## src/common/acs_pkg.sv

```systemverilog
// Purpose: Shared constants for the asynchronous counter with gate select
// Assumes: APB data 32 bits; register byte address is four times the index
// Notes:   Registers are 8 bits wide in the low byte lane
`default_nettype none
package acs_pkg;
  localparam int unsigned ACS_ADDR_W      = 12;
  localparam int unsigned ACS_SYNC_STAGES = 3;
  // Register indices
  localparam logic [7:0] ACS_IDX_CORE_IRQ  = 8'h0B;
  localparam logic [7:0] ACS_IDX_PFLAGS    = 8'h0C;
  localparam logic [7:0] ACS_IDX_COUNT_LO  = 8'h0E;
  localparam logic [7:0] ACS_IDX_COUNT_HI  = 8'h0F;
  localparam logic [7:0] ACS_IDX_CTRL      = 8'h10;
  localparam logic [7:0] ACS_IDX_GATE_CFG  = 8'h1A;
  localparam logic [7:0] ACS_IDX_PENABLES  = 8'h8C;
  // Field positions
  localparam int unsigned ACS_CC_ON    = 0;
  localparam int unsigned ACS_CC_CS    = 1;
  localparam int unsigned ACS_CC_ASYNC = 2;
  localparam int unsigned ACS_CC_OSC   = 3;
  localparam int unsigned ACS_CC_PS    = 4;
  localparam int unsigned ACS_CC_GE    = 6;
  localparam int unsigned ACS_CC_GINV  = 7;
  localparam int unsigned ACS_GS_CSYNC = 0;
  localparam int unsigned ACS_GS_GSS   = 1;
  localparam int unsigned ACS_PF_OVF   = 0;
  localparam int unsigned ACS_PE_OVF   = 0;
  localparam int unsigned ACS_CI_PERIPHERAL_IRQ_ENABLE  = 6;
  localparam int unsigned ACS_CI_GIE   = 7;
  // Synchronised pin slots
  localparam int unsigned ACS_PIN_EXT  = 0;
  localparam int unsigned ACS_PIN_GATE = 1;
  localparam int unsigned ACS_PIN_CMP  = 2;
  // Reset values and masks
  localparam logic [7:0]  ACS_RST_CTRL     = 8'h00;
  localparam logic [7:0]  ACS_RST_GATE_CFG = 8'h02;
  localparam logic [7:0]  ACS_RST_CORE_IRQ = 8'h00;
  localparam logic [7:0]  ACS_RST_PFLAGS   = 8'h00;
  localparam logic [7:0]  ACS_RST_PENABLES = 8'h00;
  localparam logic [15:0] ACS_RST_COUNT    = 16'h0000;
  localparam logic [2:0]  ACS_RST_PRESC    = 3'h0;
  localparam logic [7:0]  ACS_GATE_CFG_MSK = 8'h03;
  localparam logic [7:0]  ACS_PFLAGS_MSK   = 8'h01;
  localparam logic [7:0]  ACS_PENABLES_MSK = 8'h01;
  localparam logic [15:0] ACS_COUNT_MAX    = 16'hFFFF;

  function automatic logic [ACS_ADDR_W-1:0] acs_byte_addr(input logic [7:0] idx);
    acs_byte_addr = {2'b00, idx, 2'b00};
  endfunction
endpackage
`default_nettype wire

```

## src/common/acs_pin_if.sv

```systemverilog
// Purpose: Carries synchronised pin levels and clock edges
// Assumes: Single pclk domain
// Notes:   Slot order follows the pin slot constants
`timescale 1ns/100ps
`default_nettype none
interface acs_pin_if;
  logic [2:0] lvl;
  logic       ext_rise;
  logic       ext_fall;
  modport src (output lvl, output ext_rise, output ext_fall);
  modport dst (input lvl, input ext_rise, input ext_fall);
endinterface
`default_nettype wire

```

## src/rtl/acs_pin_sync.sv

```systemverilog
// Purpose: Three-stage input conditioning for pin inputs
// Assumes: Inputs asynchronous to pclk
// Notes:   A level is accepted once stages two and three agree
`timescale 1ns/100ps
`default_nettype none
module acs_pin_sync
  import acs_pkg::*;
(
  input  wire logic       pclk,
  input  wire logic       presetn,
  input  wire logic [2:0] raw_in,
  acs_pin_if.src          pins
);
  logic [2:0] st1;
  logic [2:0] st2;
  logic [2:0] st3;
  logic [2:0] lvl_q;
  logic       rise_q;
  logic       fall_q;

  genvar gi;
  generate
    for (gi = 0; gi < 3; gi++) begin : g_sync
      always_ff @(posedge pclk or negedge presetn) begin
        if (!presetn) begin
          st1[gi]   <= 1'b0;
          st2[gi]   <= 1'b0;
          st3[gi]   <= 1'b0;
          lvl_q[gi] <= 1'b0;
        end else begin
          st1[gi] <= raw_in[gi];
          st2[gi] <= st1[gi];
          st3[gi] <= st2[gi];
          if (st2[gi] == st3[gi]) begin
            lvl_q[gi] <= st3[gi];
          end
        end
      end
    end
  endgenerate

  // Edge pulses of the accepted counter clock level
  always_ff @(posedge pclk or negedge presetn) begin
    if (!presetn) begin
      rise_q <= 1'b0;
      fall_q <= 1'b0;
    end else begin
      rise_q <= (st2[ACS_PIN_EXT] == st3[ACS_PIN_EXT]) & st3[ACS_PIN_EXT] & ~lvl_q[ACS_PIN_EXT];
      fall_q <= (st2[ACS_PIN_EXT] == st3[ACS_PIN_EXT]) & ~st3[ACS_PIN_EXT] & lvl_q[ACS_PIN_EXT];
    end
  end

  assign pins.lvl      = lvl_q;
  assign pins.ext_rise = rise_q;
  assign pins.ext_fall = fall_q;
endmodule // acs_pin_sync
`default_nettype wire

```

## src/rtl/acs_counter.sv

```systemverilog
// Purpose: 16-bit counter with async external clock, sleep wake and gate select
// Assumes: APB slave on pclk; pins enter through three-stage conditioning
// Notes:   Count bytes read directly from the live counter each access
//
// Design decision made here: the APB slave port.
`timescale 1ns/100ps
`default_nettype none
// Operation
// Async mode counts external clock unsynchronised; here the pin still passes the three-stage sync
// Async mode keeps counting and interrupting in sleep
// Each count byte read returns valid value
// Software reconciles overflow between two byte reads
// Software stops counter before writing count bytes
// Oscillator enable bit turns on crystal oscillator
// Oscillator usable only with internal primary clock
// Enabled oscillator forces pin directions, reads zero
// Software waits oscillator start-up before counter on
// Sleep counting only in async external mode
// Software sets on, overflow and peripheral enables
// Sleep overflow wakes; vectors only when global set
// Gate source select: pin or comparator two
// Comparator two latched after prescaler, before increment
// Rollover from maximum sets overflow flag
// Gating acts only with gate enable set
// Wake from flag and enables, ignoring global
module acs_counter
  import acs_pkg::*;
(
  input  wire logic                  pclk,
  input  wire logic                  presetn,
  input  wire logic [ACS_ADDR_W-1:0] paddr,
  input  wire logic                  psel,
  input  wire logic                  penable,
  input  wire logic                  pwrite,
  input  wire logic [31:0]           pwdata,
  output var  logic [31:0]           prdata,
  output var  logic                  pready,
  output var  logic                  pslverr,
  input  wire logic                  ext_count_clk,
  input  wire logic                  gate_input_pin,
  input  wire logic                  cmp_two_out,
  input  wire logic                  cpu_sleep,
  input  wire logic                  primary_clk_internal,
  input  wire logic [1:0]            port_dir_in,
  input  wire logic [1:0]            port_val_in,
  output var  logic                  irq,
  output var  logic                  wake_request,
  output var  logic                  crystal_osc_run,
  output var  logic                  osc_in_pin_direction,
  output var  logic                  osc_out_pin_direction,
  output var  logic                  gate_capable_port_pin,
  output var  logic                  osc_port_pin
);
  import acs_pkg::*;

  acs_pin_if pins ();

  logic [7:0]  counter_control;
  logic [7:0]  gate_source_config;
  logic [7:0]  core_interrupt_control;
  logic [7:0]  peripheral_enables_one;
  logic        overflow_flag;
  logic [15:0] count;
  logic [2:0]  presc;
  logic        fall_seen;
  logic        cmp_latched;

  logic        access_now;
  logic        commit;
  logic        wr_commit;
  logic        addr_hit;
  logic [7:0]  rd_byte;
  logic        osc_active;
  logic        ext_mode;
  logic        async_ext;
  logic        running;
  logic        raw_event;
  logic        gate_src;
  logic        gate_ok;
  logic        step;
  logic [2:0]  presc_mask;
  logic        presc_out;
  logic        tick;
  logic        overflow_evt;
  logic        wr_lo;
  logic        wr_hi;
  logic        wake_term;

  acs_pin_sync u_sync (
    .pclk    (pclk),
    .presetn (presetn),
    .raw_in  ({cmp_two_out, gate_input_pin, ext_count_clk}),
    .pins    (pins.src)
  );

  function automatic logic reg_is(input logic [ACS_ADDR_W-1:0] a, input logic [7:0] idx);
    reg_is = (a == acs_byte_addr(idx));
  endfunction

  // Bus decode
  assign access_now = psel & penable & ~pready;
  assign commit     = psel & penable & pready;
  assign wr_commit  = commit & pwrite;
  assign wr_lo      = wr_commit & reg_is(paddr, ACS_IDX_COUNT_LO);
  assign wr_hi      = wr_commit & reg_is(paddr, ACS_IDX_COUNT_HI);
  assign addr_hit   = reg_is(paddr, ACS_IDX_CORE_IRQ) | reg_is(paddr, ACS_IDX_PFLAGS)
                    | reg_is(paddr, ACS_IDX_COUNT_LO) | reg_is(paddr, ACS_IDX_COUNT_HI)
                    | reg_is(paddr, ACS_IDX_CTRL)     | reg_is(paddr, ACS_IDX_GATE_CFG)
                    | reg_is(paddr, ACS_IDX_PENABLES);

  // live count bytes
  always_comb begin
    rd_byte = 8'h00;
    if (reg_is(paddr, ACS_IDX_CORE_IRQ)) begin
      rd_byte = core_interrupt_control;
    end else if (reg_is(paddr, ACS_IDX_PFLAGS)) begin
      rd_byte = {7'h00, overflow_flag};
    end else if (reg_is(paddr, ACS_IDX_COUNT_LO)) begin
      rd_byte = count[7:0];
    end else if (reg_is(paddr, ACS_IDX_COUNT_HI)) begin
      rd_byte = count[15:8];
    end else if (reg_is(paddr, ACS_IDX_CTRL)) begin
      rd_byte = counter_control;
    end else if (reg_is(paddr, ACS_IDX_GATE_CFG)) begin
      rd_byte = gate_source_config;
    end else if (reg_is(paddr, ACS_IDX_PENABLES)) begin
      rd_byte = peripheral_enables_one;
    end
  end

  // APB answer one cycle into the access phase
  always_ff @(posedge pclk or negedge presetn) begin
    if (!presetn) begin
      pready  <= 1'b0;
      prdata  <= 32'h0000_0000;
      pslverr <= 1'b0;
    end else if (access_now) begin
      pready  <= 1'b1;
      prdata  <= addr_hit ? {24'h00_0000, rd_byte} : 32'h0000_0000;
      pslverr <= ~addr_hit;
    end else begin
      pready  <= 1'b0;
      pslverr <= 1'b0;
    end
  end

  // Control registers
  always_ff @(posedge pclk or negedge presetn) begin
    if (!presetn) begin
      counter_control        <= ACS_RST_CTRL;
      gate_source_config     <= ACS_RST_GATE_CFG;
      core_interrupt_control <= ACS_RST_CORE_IRQ;
      peripheral_enables_one <= ACS_RST_PENABLES;
    end else if (wr_commit) begin
      if (reg_is(paddr, ACS_IDX_CTRL)) begin
        counter_control <= pwdata[7:0];
      end
      // gate source and sync select
      if (reg_is(paddr, ACS_IDX_GATE_CFG)) begin
        gate_source_config <= pwdata[7:0] & ACS_GATE_CFG_MSK;
      end
      if (reg_is(paddr, ACS_IDX_CORE_IRQ)) begin
        core_interrupt_control <= pwdata[7:0];
      end
      if (reg_is(paddr, ACS_IDX_PENABLES)) begin
        peripheral_enables_one <= pwdata[7:0] & ACS_PENABLES_MSK;
      end
    end
  end

  // oscillator only with internal primary clock
  assign osc_active = counter_control[ACS_CC_OSC] & primary_clk_internal;
  assign ext_mode   = counter_control[ACS_CC_CS];
  // async external mode only keeps counting in sleep; the pin edge stays synchronised
  assign async_ext  = ext_mode & counter_control[ACS_CC_ASYNC];
  // sleep stops all but async external counting
  assign running    = counter_control[ACS_CC_ON] & (~cpu_sleep | async_ext);
  assign raw_event  = ext_mode ? (pins.ext_rise & fall_seen) : 1'b1;

  // gate source pick
  always_comb begin
    gate_src = pins.lvl[ACS_PIN_GATE];
    if (!gate_source_config[ACS_GS_GSS]) begin
      gate_src = gate_source_config[ACS_GS_CSYNC] ? cmp_latched : pins.lvl[ACS_PIN_CMP];
    end
  end

  // gate applies only when enabled
  assign gate_ok = ~counter_control[ACS_CC_GE]
                 | (counter_control[ACS_CC_GINV] ? gate_src : ~gate_src);

  // Prescaler sees every counter clock event; the gate acts after it
  assign step       = raw_event & running;
  assign presc_mask = counter_control[ACS_CC_PS +: 2] == 2'h3 ? 3'h7 :
                      counter_control[ACS_CC_PS +: 2] == 2'h2 ? 3'h3 :
                      counter_control[ACS_CC_PS +: 2] == 2'h1 ? 3'h1 : 3'h0;
  assign presc_out  = step & (presc == presc_mask);
  assign tick       = presc_out & gate_ok;
  // rollover from maximum
  assign overflow_evt = tick & (count == ACS_COUNT_MAX) & ~wr_lo & ~wr_hi;

  // First incrementing edge needs a prior falling edge
  always_ff @(posedge pclk or negedge presetn) begin
    if (!presetn) begin
      fall_seen <= 1'b0;
    end else if (!counter_control[ACS_CC_ON] || !ext_mode) begin
      fall_seen <= 1'b0;
    end else if (pins.ext_fall) begin
      fall_seen <= 1'b1;
    end
  end

  // Prescaler, cleared by any count byte write
  always_ff @(posedge pclk or negedge presetn) begin
    if (!presetn) begin
      presc <= ACS_RST_PRESC;
    end else if (wr_lo || wr_hi || !counter_control[ACS_CC_ON]) begin
      presc <= ACS_RST_PRESC;
    end else if (presc_out) begin
      presc <= ACS_RST_PRESC;
    end else if (step) begin
      presc <= presc + 3'h1;
    end
  end

  // latch at prescaler output, ungated so a closed gate can reopen
  always_ff @(posedge pclk or negedge presetn) begin
    if (!presetn) begin
      cmp_latched <= 1'b0;
    end else if (!gate_source_config[ACS_GS_CSYNC] || presc_out
                 || !counter_control[ACS_CC_ON]) begin
      cmp_latched <= pins.lvl[ACS_PIN_CMP];
    end
  end

  // counter keeps stepping in sleep when async
  always_ff @(posedge pclk or negedge presetn) begin
    if (!presetn) begin
      count <= ACS_RST_COUNT;
    end else if (wr_lo) begin
      count[7:0] <= pwdata[7:0];
    end else if (wr_hi) begin
      count[15:8] <= pwdata[7:0];
    end else if (tick) begin
      count <= count + 16'h0001;
    end
  end

  // sticky flag, set beats write-one clear
  always_ff @(posedge pclk or negedge presetn) begin
    if (!presetn) begin
      overflow_flag <= ACS_RST_PFLAGS[ACS_PF_OVF];
    end else if (overflow_evt) begin
      overflow_flag <= 1'b1;
    end else if (wr_commit && reg_is(paddr, ACS_IDX_PFLAGS) && pwdata[ACS_PF_OVF]) begin
      overflow_flag <= 1'b0;
    end
  end

  // wake ignores global enable
  assign wake_term = overflow_flag & peripheral_enables_one[ACS_PE_OVF]
                   & core_interrupt_control[ACS_CI_PERIPHERAL_IRQ_ENABLE];

  // vector request only with global enable
  always_ff @(posedge pclk or negedge presetn) begin
    if (!presetn) begin
      wake_request <= 1'b0;
      irq          <= 1'b0;
    end else begin
      wake_request <= wake_term;
      irq          <= wake_term & core_interrupt_control[ACS_CI_GIE];
    end
  end

  // oscillator run enable
  always_ff @(posedge pclk or negedge presetn) begin
    if (!presetn) begin
      crystal_osc_run <= 1'b0;
    end else begin
      crystal_osc_run <= osc_active;
    end
  end

  // pins forced to input, port bits read zero
  always_ff @(posedge pclk or negedge presetn) begin
    if (!presetn) begin
      osc_in_pin_direction  <= 1'b1;
      osc_out_pin_direction <= 1'b1;
      gate_capable_port_pin <= 1'b0;
      osc_port_pin          <= 1'b0;
    end else begin
      osc_in_pin_direction  <= osc_active | port_dir_in[0];
      osc_out_pin_direction <= osc_active | port_dir_in[1];
      gate_capable_port_pin <= ~osc_active & port_val_in[0];
      osc_port_pin          <= ~osc_active & port_val_in[1];
    end
  end
endmodule // acs_counter
`default_nettype wire

```

## config.mk

```make
export PLATFORM = sky130hd
export DESIGN_NAME = acs_counter
export DESIGN_NICKNAME = d
export VERILOG_FILES = /design/src/common/acs_pkg.sv /design/src/common/acs_pin_if.sv /design/src/rtl/acs_pin_sync.sv /design/src/rtl/acs_counter.sv
export SDC_FILE = /design/constraint.sdc
export NUM_CORES = 1
export LEC_CHECK = 0
export BUFFER_PORTS_ARGS = -buffer_cell sky130_fd_sc_hd__buf_4
export CORE_ASPECT_RATIO = 0.8
export CORE_MARGIN = 1
export CORE_UTILIZATION = 45
export CTS_CLUSTER_DIAMETER = 80
export DETAILED_ROUTE_END_ITERATION = 7
export PLACE_DENSITY = 0.7
export SYNTH_ARGS = -nofsm -noshare
export SYNTH_HDL_FRONTEND = slang
export SYNTH_HIERARCHICAL = 1
export SYNTH_SLANG_ARGS = --single-unit
export TNS_END_PERCENT = 100
```

## constraint.sdc

```tcl
create_clock -name pclk -period 3.55 [get_ports pclk]
set_clock_uncertainty 0.1 [all_clocks]
set_input_delay 0.355 -clock pclk [delete_from_list [all_inputs] [get_ports pclk]]
set_output_delay 0.355 -clock pclk [all_outputs]
set_load 0.005 [all_outputs]
```

# --- Yosys cells after proc, flatten, opt, wreduce, memory -nomap -nowiden ---
# Index checks and enable logic that the tools add are counted.
op_classes:
  n_addsub: 2
  eq_ne: 16
  n_mux: 28
  n_bitwise: 45
  n_reduce_logical: 21
op_table:
  columns: ["operator", "count"]
  rows:
  - ["$mux 8", 9]
  - ["$eq 12x6->1 const B", 4]
  - ["$and 1x1->1", 25]
  - ["$eq 12x7->1 const B", 2]
  - ["$add 16x1->16 const B", 1]
  - ["$eq 16x16->1 const B", 1]
  - ["$mux 16", 1]
  - ["$eq 12x10->1 const B", 1]
  - ["$mux 1", 12]
  - ["$mux 3", 4]
  - ["$reduce_and 2->1", 6]
  - ["$not 1->1", 10]
  - ["$or 1x1->1", 10]
  - ["$reduce_bool 2->1", 4]
  - ["$logic_or 1x1->1", 5]
  - ["$eq 2x2->1 const B", 2]
  - ["$mux 2", 2]
  - ["$add 3x1->3 const B", 1]
  - ["$eq 1x1->1", 3]
  - ["$eq 3x3->1", 1]
  - ["$logic_not 1->1", 3]
  - ["$reduce_bool 3->1", 1]
  - ["$eq 2x1->1 const B", 1]
  - ["$logic_and 1x1->1", 2]
  - ["$ne 2x2->1 const B", 1]
totals:
  regBits: 96
  out_inout_bits: 41

# --- Depth between registers and ports, before layout ---
# Gate-level depths: netlist (run 1).
depth:
  ltp_word: 11
  mapped_depth: 7

# --- Hierarchy ---
# Netlist (run 1), hierarchy kept.
modules_own_cells:
  columns: ["mod", "n_inst", "cells_per_inst", "area_each_um2", "seq_area_each_um2"]
  rows:
  - ["acs_counter", 1, 339, 3299.4, 1455.1]
  - ["acs_pin_sync", 1, 23, 432.9, 350.3]

# --- Worst setup path after synthesis (run 1) ---
# No wires, ideal clock.
synth_path:
  path_kind: "input to register"
  startpoint: "input port paddr[7]"
  endpoint: "register count[13]"
  t_arrival_ns: 2.402
  required_time_ns: 3.325
  setup_slack_ns: 0.923
  stages: 6
  path_cell_list: "or4_4 -> or4_1 -> buf_2 -> nor3_1 -> buf_2 -> mux2_2"
synth_between:
  elab_chain_cells: 4
synth_lines:
  columns: ["item", "line_no", "text"]
  rows:
  - ["start, declared", "acs_counter.sv:31", "input wire logic [ACS_ADDR_W-1:0] paddr,"]
  - ["$eq 12x6->1", "acs_counter.sv:97", "reg_is = (a == acs_byte_addr(idx));"]
  - ["$and 1x1->1 (on tied branches)", "acs_counter.sv:105, acs_counter.sv:104", null]
  - ["$reduce_bool 2->1 (no line) / $not 1->1 (equally long branches)", null, null]
  - ["$reduce_and 2->1 (no line)", null, null]
  - ["end signal, assigned", "acs_counter.sv:243", "count[15:8] <= pwdata[7:0];"]
  - ["end signal, assigned", "acs_counter.sv:245", "count <= count + 16'h0001;"]
  - ["end, declared", "acs_counter.sv:63", "logic [15:0] count;"]
# Several ways; a longest one is shown, not always the timed one.
# A chain may end at the register's enable or synchronous reset.

# --- Worst setup path in the final report (run 1) ---
layout_path:
  startpoint: "register gate_source_config[1]"
  endpoint: "register count[8]"
layout_between:
  elab_chain_cells: 7
layout_lines:
  columns: ["item", "line_no", "text"]
  rows:
  - ["start, declared", "acs_counter.sv:59", "logic [7:0] gate_source_config;"]
  - ["start signal, assigned", "acs_counter.sv:160", "gate_source_config <= pwdata[7:0] & ACS_GATE_CFG_MSK;"]
  - ["$mux 1 (*)", "acs_counter.sv:183", "if (!gate_source_config[ACS_GS_GSS]) begin"]
  - ["$not 1->1", "acs_counter.sv:190", "| (counter_control[ACS_CC_GINV] ? gate_src : ~gate_src);"]
  - ["$mux 1 (*)", "acs_counter.sv:190", null]
  - ["$or 1x1->1 (*)", "acs_counter.sv:190", null]
  - ["$and 1x1->1 (*)", "acs_counter.sv:198", "assign tick = presc_out & gate_ok;"]
  - ["$reduce_bool 2->1 (no line) (*)", null, null]
  - ["$reduce_and 2->1 (no line) (*)", null, null]
# Mark *: on every way between the ends. The rest lies on a longest branch, timed or not.

==> results of run 1 <==
## cell type report
| type | count | area, µm² | area share (%) |
|---|---|---|---|
| Clock inverter | 7 | 103 | 2.31 |
| Tap cell | 108 | 135 | 3.04 |
| Clock buffer | 9 | 124 | 2.79 |
| Multi-Input combinational cell | 266 | 1740 | 39.3 |
| Timing Repair Buffer | 63 | 480 | 10.8 |
| Inverter | 13 | 48.8 | 1.10 |
| Sequential cell | 72 | 1810 | 40.7 |
## logic make-up after synthesis
logic type      after synthesis  share of synthesized area [%]
xor+xnor                      7                           1.64
other cells                   1                          0.100
flops                        72                           48.4
buf+inv                      47                           7.24
simple gates                134                           19.4
mux                          30                           8.92
fa+ha+maj                     6                           1.94
compound gates               65                           12.4
## power groups by stage
stage	clock network, W	logic, W	registers (W)
2_1_floorplan	0	0.000109	0.000901
3_3_place_gp	0	0.000163	0.000910
3_5_place_dp	0	0.000171	0.000913
4_1_cts	0.000752	0.000174	0.000898
5_1_grt	0.000782	0.000195	0.000903
6_report	0.000739	0.000173	0.000898
## sequential cells by signal, indices dropped and copies added, names as in the netlist, 2 cells and up
signal,cells
count,16
core_interrupt_control,8
counter_control,8
prdata,8
presc,3
u_sync/pins.lvl,3
u_sync/st1,3
u_sync/st2,3
u_sync/st3,3
gate_source_config,2
## through the flow
step / cells / instance area (µm²) / util [%] / total power [W] / hold WS [ns]
3_5_place_dp: 519 / 4180 / 52.4 / 0.00108 / 0.235
5_1_grt: 538 / 4440 / 55.6 / 0.00188 / 0.0904
4_1_cts: 538 / 4440 / 55.6 / 0.00182 / 0.0614
2_1_floorplan: 385 / 3820 / - / 0.00101 / -0.0406
6_report: 538 / 4440 / 55.6 / 0.00181 / 0.0114
3_3_place_gp: 519 / 4180 / 52.4 / 0.00107 / 0.235
## per-layer routing
layer,track usage [%],up-vias,part of all wire (%)
met2,33.3,117,44
met5,0,-,0
met4,6.88,0,1.6
met3,4.92,16,7.8
met1,31.0,1450,46
li1,-,1397,-
## cell usage in the layout, fill, tap and decap left out, types with 11 or more instances in the layout
cell type,synthesis,final
nand4_1,11,11
nand2_1,33,33
inv_1,13,13
conb_1,1,24
nor2_1,20,20
dfrtp_1,69,69
buf_4,24,60
mux2_2,22,22
o21ai_0,12,12
nand3_1,19,19
## final timing paths
| path | cells after the start | start | end |
|---|---|---|---|
| worst max-delay path | 7 | gate_source_config[1] | count[8] |
| worst min register to register | 0 | u_sync/st1[0] | u_sync/st2[0] |
| max in group asynchronous | 1 | presetn | presc[1] |
| worst min-delay path | 1 | presetn | fall_seen |
| worst max register to register | 7 | gate_source_config[1] | count[8] |
| min in group pclk | 2 | port_dir_in[0] | osc_in_pin_direction |
## what timing repair did
action                                 4_1_cts  5_1_grt
hold buffers                                 3        0
endpoints found under the hold margin        3        0
setup endpoints to repair                    0        0
==> results by group, run 1 <==
Pwr
  – Cell-internal power: roughly 0.0013 W
  – Clk network pwr share: ~41%
  – PD cells: 408 mW/mm²
  – Worst VDD drop: approximately 0.22 mV
  – Gate power share: under 10%
  – LEAKAGE: 2.13 nW
  – Seq pwr share: 49.6%
  – Sw power: ~0.00047 W
  – Sw Ratio: around a quarter

Synthesis
  – Cells after synthesis: between 300 and 400
  – Synth top area cells: dfrtp_1 (46%), mux2_2 (6.6%), buf_4 (4.8%)
  – Avg Cell Area, Syn: around 10 µm²
  – Prevailing post-synth register cell: dfrtp_1
  – Synth top cells by count: dfrtp_1 (69), nand2_1 (33), buf_4 (24)
  – Seq cells post-synth: around 70
  – EDFF count, synth: 0
  – Cell taking the most area after synthesis: dfrtp_1
  – Synth cell types: 58
  – Top-count cell post-synth: dfrtp_1
  – Register area share after synthesis: between 40 and 50%
  – YS warnings: 6
  – Post-synth ARST share: 100%
  – Cell Area, Synth: around 0.0037 mm²
  – Top-area cell type share of the netlist area: roughly 46%

STA
  – Slew @ Worst Pin: 0.897 ns
  – Final hold vios: 0
  – Final setup fails: 0
  – Fin crit share: about three quarters
  – RSZ-0062 raised after global routing: false
  – Min Tclk post-route: roughly 2.7 ns
  – Slew Limit Fails: 0
  – Slew HR: approximately 40%
  – Worst setup margin: 0.860 ns
  – FMAX: between 0.3 and 0.4 GHz
  – Sum Neg Setup Slack: 0 ns

GRT
  – First-pass GRT wire length: ~15000 µm
  – Grt ovf: 0
  – Antenna violations before repair: 0
  – All-layer global routing usage: 21.8%
  – Pin count of the biggest net entering global routing: 73
  – Number of global-route vias before repair: about 2900

Floorplan
  – Starting density of the core: 46.8%
  – DIE WIDTH: ~100 µm
  – Core area: around 0.0080 mm²
  – Die area: roughly 0.0087 mm²
  – IO Count: 99
  – Row count: 29
  – Die Height: about 83 µm

Layout
  – Nets: 487
  – Layout cells sized above 1: 25.8%
  – # diodes: 0
  – P&R area growth vs syn: 18.9%
  – Fill cell count: 729

Hold path
  – Worst hold path class: primary input to async pin

Worst setup path
  – Crit-path slowest cell: a211oi_1
  – CP max stage delay: approximately 0.75 ns
  – Crit Path Class: register to register
  – Critical path startpoint category: register
  – Top cell family by delay on the critical path: compound AO/OA/AOI/OAI gates
  – Critical Path Sink Type: register
  – Minimum setup slack among reg-to-reg paths: 0.86 ns
  – Critical Path Fanout Max: 7
  – Crit path DAT: 2.83 ns
  – CP required: between 3 and 4 ns
  – CP bufs+invs: 1
  – Crit-path cells: nand3b_1, mux2i_1, a211oi_1, nand2_1, buf_4, o31a_1, a221oi_1

Routing
  – DR DRC count: 0
  – Vias: just under 3000
  – Final ANT Viol Nets: 0
  – Final wirelength: 8880 µm
  – TritonRoute pass-1 iters: 4
  – Via density: 5.54
  – Drt wl/cell: roughly 16 µm
  – DR iter-0 viols: around 190

Flow run
  – Max_cap viols: 0

Clocking
  – CTS tree: built
  – Clk sinks: between 70 and 80
  – Clk_lat worst skew: about 0.35 ns
  – Setup Fix Bufs, Post-CTS: 0
  – Resized cells post-CTS: 0
  – CTS root buf: clkbuf_8
  – CTS Buffer Depth: 2
  – CTS buffer count: 9
  – Clk slew on worst S/H paths: 0.09 ns
  – Htree depth: 3

Place
  – GP Congestion: a little under 0.9
  – Dpl hpwl: ~6500 µm
  – PortBufs: 50
  – Dpl ws: about 0.66 ns

Outcome
  – Status: complete, no violations
Power figures use the tool's default switching activity.
==> run 2, diff against run 1 <==
Settings changed: ABC_AREA set to 1, PLACE_DENSITY 0.7 to 0.72.
Clock period 3.55 ns to 2.2 ns, I/O delays scaled along.
==> run 2 against run 1 <==
- sequential cell count stayed put
- clock-buffer cell count is 1 higher
- wire length is 7.3% higher
- largest cell class is now multi-input gates
- highest routed layer unchanged
- first-iteration DRC count is 38% higher
- global-route usage is 0.43 points higher
- synthesized area is 6.4% higher
- largest power group unchanged
==> results by group, run 2 <==
Outcome
  – Status: complete, no violations (unchanged)

Pwr
  – Cell-internal power: 0.00188 W (was 0.00134 W)
  – LEAKAGE: 2.41 nW (was 2.13 nW)
  – Sw Ratio: 26.7% (was 25.9%)
  – PD cells: 544 mW/mm² (was 408 mW/mm²)
  – Seq pwr share: 53.0% (was 49.6%)
  – Worst VDD drop: 0.353 mV (was 0.224 mV)
  – Clk network pwr share: 39.6% (was 40.8%)
  – Sw power: 0.000686 W (was 0.000468 W)
  – Gate power share: 7.4% (was 9.6%)

Layout
  – Max FFs per register: 16 (unchanged)
  – Most common cell after layout, fill and taps aside: nand2_1 (was dfrtp_1)
  – Most frequent cells in the layout: nand2_1 (182), dfrtp_1 (69), buf_4 (58) (was dfrtp_1 (69), buf_4 (60), nand2_1 (33))
  – Layout cells sized above 1: 18.5% (was 25.8%)
  – Post-layout util: 55.4% (was 55.6%)
  – P&R area growth vs syn: 18.9% (about the same)
  – Design area: 0.00472 mm² (was 0.00444 mm²)
  – # diodes: 0 (unchanged)
  – Nets: 652 (was 487)
  – Largest Register: count (unchanged)

Floorplan
  – IO Count: 99 (unchanged)
  – Core area: 0.00852 mm² (was 0.00798 mm²)
  – Row count: 30 (was 29)
  – Starting density of the core: 46.6% (was 46.8%)
  – DIE WIDTH: 107 µm (was 104 µm)
  – Die area: 0.00921 mm² (was 0.00866 mm²)
  – Die Height: 86.0 µm (was 83.5 µm)

Routing
  – Via density: 4.89 (was 5.54)
  – DR DRC count: 0 (unchanged)
  – Final wirelength: 9520 µm (was 8880 µm)
  – Drt wl/cell: 13.5 µm (was 16.5 µm)
  – Final ANT Viol Nets: 0 (unchanged)
  – Vias: 3460 (was 2980)
  – TritonRoute pass-1 iters: 5 (was 4)
  – DR iter-0 viols: 257 (was 186)

STA
  – Fin crit share: 87.8% (was 75.8%)
  – Sum Neg Setup Slack: 0 ns (unchanged)
  – FMAX: 0.518 GHz (was 0.372 GHz)
  – RSZ-0062 raised after global routing: false (unchanged)
  – Final hold vios: 0 (unchanged)
  – Slew Limit Fails: 0 (unchanged)
  – Min Tclk post-route: 1.93 ns (was 2.69 ns)
  – Final setup fails: 0 (unchanged)

Place
  – Dpl hpwl: 7120 µm (was 6460 µm)
  – GP Congestion: 0.957 (was 0.893)
  – PortBufs: 50 (unchanged)
  – Placed cell area: 0.00444 mm² (was 0.00418 mm²)

GRT
  – Pin count of the biggest net entering global routing: 34 (was 73)
  – Antenna violations before repair: 0 (unchanged)
  – All-layer global routing usage: 22.3% (was 21.8%)
  – Grt ovf: 0 (unchanged)
  – First-pass GRT wire length: 15600 µm (was 14800 µm)
  – Number of global-route vias before repair: 3123 (was 2897)

Worst setup path
  – Critical Path Fanout Max: 5 (was 7)
  – Critical path startpoint category: register (unchanged)
  – Crit Path Class: register to register (unchanged)
  – Minimum setup slack among reg-to-reg paths: 0.27 ns (was 0.86 ns)
  – Critical Path Sink Type: register (unchanged)
  – Crit path DAT: 2.08 ns (was 2.83 ns)
  – CP required: 2.35 ns (was 3.69 ns)

Synthesis
  – Cell taking the most area after synthesis: dfrtp_1 (unchanged)
  – Cell Area, Synth: 0.00397 mm² (was 0.00373 mm²)
  – Register area share after synthesis: 45.5% (was 48.4%)
  – Top-area cell type share of the netlist area: 43.5% (was 46.3%)
  – Prevailing post-synth register cell: dfrtp_1 (unchanged)
  – Synth top area cells: dfrtp_1 (43%), nand2_1 (17%), o21ai_0 (4.9%) (was dfrtp_1 (46%), mux2_2 (6.6%), buf_4 (4.8%))
  – Cells after synthesis: 517 (was 362)
  – Synth top cells by count: nand2_1 (182), dfrtp_1 (69), inv_1 (47) (was dfrtp_1 (69), nand2_1 (33), buf_4 (24))
  – Top-count cell post-synth: nand2_1 (was dfrtp_1)
  – Seq cells post-synth: 72 (unchanged)
  – YS warnings: 6 (unchanged)
  – Avg Cell Area, Syn: 7.68 µm² (was 10.3 µm²)
  – EDFF count, synth: 0 (unchanged)
  – Post-synth ARST share: 100% (unchanged)
  – Synth cell types: 40 (was 58)

Clocking
  – CTS root buf: clkbuf_8 (unchanged)
  – CTS Buffer Depth: 2 (unchanged)
  – Clk sinks: 72 (unchanged)
  – Clk_lat worst skew: 0.37 ns (was 0.35 ns)
  – CTS tree: built (unchanged)
  – Clk slew on worst S/H paths: 0.08 ns (was 0.09 ns)
  – CTS buffer count: 9 (unchanged)
  – Htree depth: 3 (unchanged)

Flow run
  – Max_cap viols: 0 (unchanged)

Hold path
  – Worst hold path class: primary input to register (was primary input to async pin)
-- run 2: critical path, stage by stage (launching register included) --
cell     delay [ns]
dfrtp_1        0.46
ha_1           0.22
nand2_1        0.08
nor2_1         0.27
nand3_1        0.20
nor2_1         0.15
xor2_1         0.14
o21ai_0        0.08
nand2_1        0.07
nand2_1        0.05
-- run 2: layout make-up --
type                    count  area, µm²
fillers                   774       3800
multi-input cells         385       1850
flip-flops and latches     72       1810
repair buffers             67        536
inverters                  55        206
well taps                 112        140
clock buffers              10        138
clock inverters             6       50.0
-- run 2: power groups by stage --
stage | Clock, W | Combinational [W] | Sequential [W]
final | 0.00102 | 0.000190 | 0.00136
after global placement | 0 | 0.000176 | 0.00139
after detailed placement | 0 | 0.000180 | 0.00139
after floorplan | 0 | 0.0000944 | 0.00139
after global routing | 0.00110 | 0.000214 | 0.00137
after CTS | 0.00105 | 0.000192 | 0.00136
-- run 2: stage by stage --
step           hold WS, ns  worst slack [ns]  total power, W  cells
2_1_floorplan       -0.176             0.557         0.00148    540
3_3_place_gp        0.0905             0.268         0.00156    683
3_5_place_dp        0.0999             0.258         0.00157    683
4_1_cts             0.0241             0.246         0.00260    707
5_1_grt             0.0486            0.0642         0.00268    707
6_report            0.0374             0.268         0.00257    707
-- run 2: final timing paths --
| check | start | to | depth (start not counted) |
|---|---|---|---|
| worst max-delay path | count[0] | count[14] | 9 |
| worst min register to register | u_sync/st1[2] | u_sync/st2[2] | 0 |
| min in group asynchronous | presetn | core_interrupt_control[6] | 2 |
| max in group asynchronous | presetn | osc_in_pin_direction | 3 |
| worst max register to register | count[0] | count[14] | 9 |
| worst min-delay path | primary_clk_internal | crystal_osc_run | 3 |
-- run 2: routing by layer --
layer  vias up  part of all wire (%)  global-route usage, %
met2       119                    45                   34.2
met1      1591                    48                   31.7
met5         -                     0                      0
li1       1741                     -                      -
met3         9                   6.0                   5.40
met4         0                  0.95                   5.35
-- run 2: cell families (layout without fill, tap and decap cells) --
| family | count (synthesis) | count (layout) | share of synthesized area, % |
|---|---|---|---|
| AOI/OAI and AO/OA | 56 | 56 | 8.44 |
| DFF | 72 | 72 | 45.5 |
| buffers and inverters | 83 | 138 | 10.5 |
| adders and majority gates | 4 | 4 | 1.26 |
| other | 1 | 24 | 0.0944 |
| and+or+nand+nor | 291 | 291 | 32.0 |
| xor gates and xnor gates | 9 | 9 | 1.98 |
| muxes | 1 | 1 | 0.252 |
-- run 2: timing repair --
action / 4_1_cts / 5_1_grt
setup endpoints to repair: 0 / 5
buffers inserted: 0 / 0
hold buffers: 8 / 0
hold endpoints to repair: 37 / 0
gates resized for setup: 0 / 2
==> run 3, diff against run 2 <==
Settings changed: PLACE_DENSITY 0.72 to 0.69.
Clock period 2.2 ns to 2.3 ns, I/O delays scaled along.
==> run 3 against run 2 <==
- worst setup slack improved by 0.023 ns
- highest routed layer unchanged
- non-clock buffer count decreased by 5
- critical endpoint is now count[6]
- die area unchanged
- via count increased by 3.9%
- clock power about the same
- power decreased by 3.5%
- wire length decreased by 2.8%
- sequential share of layout area increased by 0.33 points
- largest cell class unchanged
- maximum frequency decreased by 3.8%
- global-route usage decreased by 0.062 points
==> results by group, run 3 (synthesis results as in run 2) <==
STA
  – Fin crit share: 87.3% (was 87.8%)
  – FMAX: 0.498 GHz (was 0.518 GHz)
  – Sum Neg Setup Slack: 0 ns (unchanged)
  – Slew Limit Fails: 0 (unchanged)
  – Final hold vios: 0 (unchanged)
  – RSZ-0062 raised after global routing: false (unchanged)
  – Min Tclk post-route: 2.01 ns (was 1.93 ns)
  – Final setup fails: 0 (unchanged)

Outcome
  – Status: complete, no violations (unchanged)

Pwr
  – Gate power share: 7.2% (was 7.4%)
  – Sw Ratio: 23.5% (was 26.7%)
  – Cell-internal power: 0.00189 W (was 0.00188 W)
  – Worst VDD drop: 0.227 mV (was 0.353 mV)
  – Total Power: 0.00248 W (was 0.00257 W)
  – Sw power: 0.000583 W (was 0.000686 W)
  – Seq pwr share: 52.6% (was 53.0%)
  – LEAKAGE: 2.40 nW (was 2.41 nW)
  – Clk network pwr share: 40.2% (was 39.6%)
  – PD cells: 529 mW/mm² (was 544 mW/mm²)

Layout
  – Nets: 647 (was 652)
  – Max FFs per register: 16 (unchanged)
  – Fill cell count: 791 (was 774)
  – Most frequent cells in the layout: nand2_1 (182), dfrtp_1 (69), buf_4 (53) (was nand2_1 (182), dfrtp_1 (69), buf_4 (58))
  – P&R area growth vs syn: 17.9% (was 18.9%)
  – Layout cells sized above 1: 17.5% (was 18.5%)
  – Most common cell after layout, fill and taps aside: nand2_1 (unchanged)
  – FF/Latch Area: 0.00181 mm² (unchanged)
  – Design area: 0.00468 mm² (was 0.00472 mm²)
  – # diodes: 0 (unchanged)
  – Multi-input gate area: 0.00184 mm² (was 0.00185 mm²)
  – Largest Register: count (unchanged)

Clocking
  – Resized cells post-CTS: 0 (unchanged)
  – CTS Buffer Depth: 2 (unchanged)
  – Htree depth: 3 (unchanged)
  – CTS root buf: clkbuf_8 (unchanged)
  – Clk sinks: 72 (unchanged)
  – CTS buffer count: 9 (unchanged)
  – Clk slew on worst S/H paths: 0.07 ns (was 0.08 ns)
  – CTS tree: built (unchanged)
  – Clk_lat worst skew: 0.35 ns (was 0.37 ns)

Place
  – PortBufs: 50 (unchanged)
  – GP Congestion: 0.932 (was 0.957)
  – Placed cell area: 0.00441 mm² (was 0.00444 mm²)
  – Dpl hpwl: 6820 µm (was 7120 µm)

Worst setup path
  – Critical Path Fanout Max: 8 (was 5)
  – Critical path startpoint category: register (unchanged)
  – Crit Path Class: register to register (unchanged)
  – Worst reg-to-reg path cell count: 8 (was 9)
  – Top cell family by delay on the critical path: compound AO/OA/AOI/OAI gates (was simple AND/OR/NAND/NOR gates)
  – Crit-path slowest cell: dfstp_2 (was dfrtp_1)
  – CP most frequent cell: nand2_1 (unchanged)
  – Crit path DAT: 2.19 ns (was 2.08 ns)
  – RR Startpoint: gate_source_config[1] (was count[0])
  – Critical Path Sink Type: register (unchanged)
  – Worst R2R End: count[6] (was count[14])
  – CP required: 2.48 ns (was 2.35 ns)
  – Minimum setup slack among reg-to-reg paths: 0.29 ns (was 0.27 ns)
  – CP max stage delay: 0.53 ns (was 0.46 ns)
  – CP bufs+invs: 1 (was 0)
  – Crit-path cells: inv_1, o21ai_0, nor2_1, o21ai_2, nand2_1, nand2_1, nand2_1, nand2_1 (was ha_1, nand2_1, nor2_1, nand3_1, nor2_1, xor2_1, o21ai_0, nand2_1, nand2_1)

Floorplan
  – IO Count: 99 (unchanged)
  – Starting density of the core: 46.6% (unchanged)
  – Die area: 0.00921 mm² (unchanged)
  – DIE WIDTH: 107 µm (unchanged)
  – Core area: 0.00852 mm² (unchanged)
  – Row count: 30 (unchanged)
  – Die Height: 86.0 µm (unchanged)

GRT
  – Gr busiest metal: met2 (unchanged)
  – All-layer global routing usage: 22.2% (was 22.3%)
  – Global-route met2 utilization: 33.9% (was 34.2%)
  – Met1 Resource Use GR: 31.1% (was 31.7%)
  – Pin count of the biggest net entering global routing: 73 (was 34)
  – Met3 Usage GRT: 4.86% (was 5.40%)
  – Number of global-route vias before repair: 3274 (was 3123)
  – Antenna violations before repair: 0 (unchanged)
  – Grt ovf: 0 (unchanged)
  – First-pass GRT wire length: 15700 µm (was 15600 µm)

Hold path
  – Hold wc startpoint: primary_clk_internal (unchanged)
  – Worst hold path class: primary input to register (unchanged)
  – Hold Crit Depth: 3 (unchanged)
  – Hold endpoint: crystal_osc_run (unchanged)

Routing
  – Via density: 5.12 (was 4.89)
  – Final wirelength: 9250 µm (was 9520 µm)
  – Final ANT Viol Nets: 0 (unchanged)
  – Drt wl/cell: 13.2 µm (was 13.5 µm)
  – TritonRoute pass-1 iters: 5 (unchanged)
  – Vias: 3594 (was 3460)
  – DR DRC count: 0 (unchanged)
  – DR iter-0 viols: 289 (was 257)

Flow run
  – Max_cap viols: 0 (unchanged)
run 3: cell count changes in the layout (fill, tap and decap cells not counted), sizes merged:
cell      change
buf           -5
inv           -3
clkinv        +2
bufinv        +1
clkbuf        +1
clkinvlp      -1
run 3: power by group through the flow:
stage	sequential (W)	combinational (W)	clock, W
floorplan	0.00133	0.0000903	0
CTS	0.00130	0.000181	0.00103
global route	0.00130	0.000203	0.00108
global placement	0.00133	0.000166	0
detailed placement	0.00133	0.000169	0
finish	0.00130	0.000179	0.000997
run 3: routing by layer:
metal / vias to the layer above / routed length, µm
met5: - / 0
met1: 1679 / 4290
met2: 164 / 4160
met4: 0 / 160
li1: 1735 / -
met3: 16 / 649
run 3: metrics by stage:
| step | instances | hold slack (ns) | utilization (%) | setup WS [ns] |
|---|---|---|---|---|
| 5_1_grt | 702 | 0.0973 | 55.0 | 0.147 |
| 6_report | 702 | 0.0860 | 55.0 | 0.291 |
| 2_1_floorplan | 540 | -0.166 | - | 0.657 |
| 3_5_place_dp | 678 | 0.171 | 51.7 | 0.328 |
| 4_1_cts | 702 | 0.0824 | 55.0 | 0.315 |
| 3_3_place_gp | 678 | 0.171 | 51.7 | 0.332 |
run 3: tightest hold or removal path, delay by kind of cell:
kind / cells / cell delay [ns]
buffers and inverters: 2 / 0.19
AND/OR/NAND/NOR: 1 / 0.06
run 3: timing repair:
item                      4_1_cts  5_1_grt
buffers inserted                0        0
hold endpoints to repair       76        0
hold buffers                    8        0
run 3: final cells by class:
type / count / share of cell area (%)
Multi-Input combinational cell: 385 / 39.2
Timing Repair Buffer: 62 / 10.6
Sequential cell: 72 / 38.6
Inverter: 55 / 4.41
Tap cell: 112 / 2.99
Clock inverter: 5 / 1.20
Clock buffer: 11 / 3.02
run 3: worst max-delay path by stage:
stage | from | slack [ns] | endpoint | depth (start not counted)
after global placement | paddr[2] | 0.33 | count[2] | 11
after detailed placement | paddr[2] | 0.33 | count[3] | 11
after CTS | gate_source_config[1] | 0.32 | count[6] | 8
after global routing | count[0] | 0.15 | count[14] | 9
final | gate_source_config[1] | 0.29 | count[6] | 8
after floorplan | counter_control[1] | 0.66 | count[10] | 8
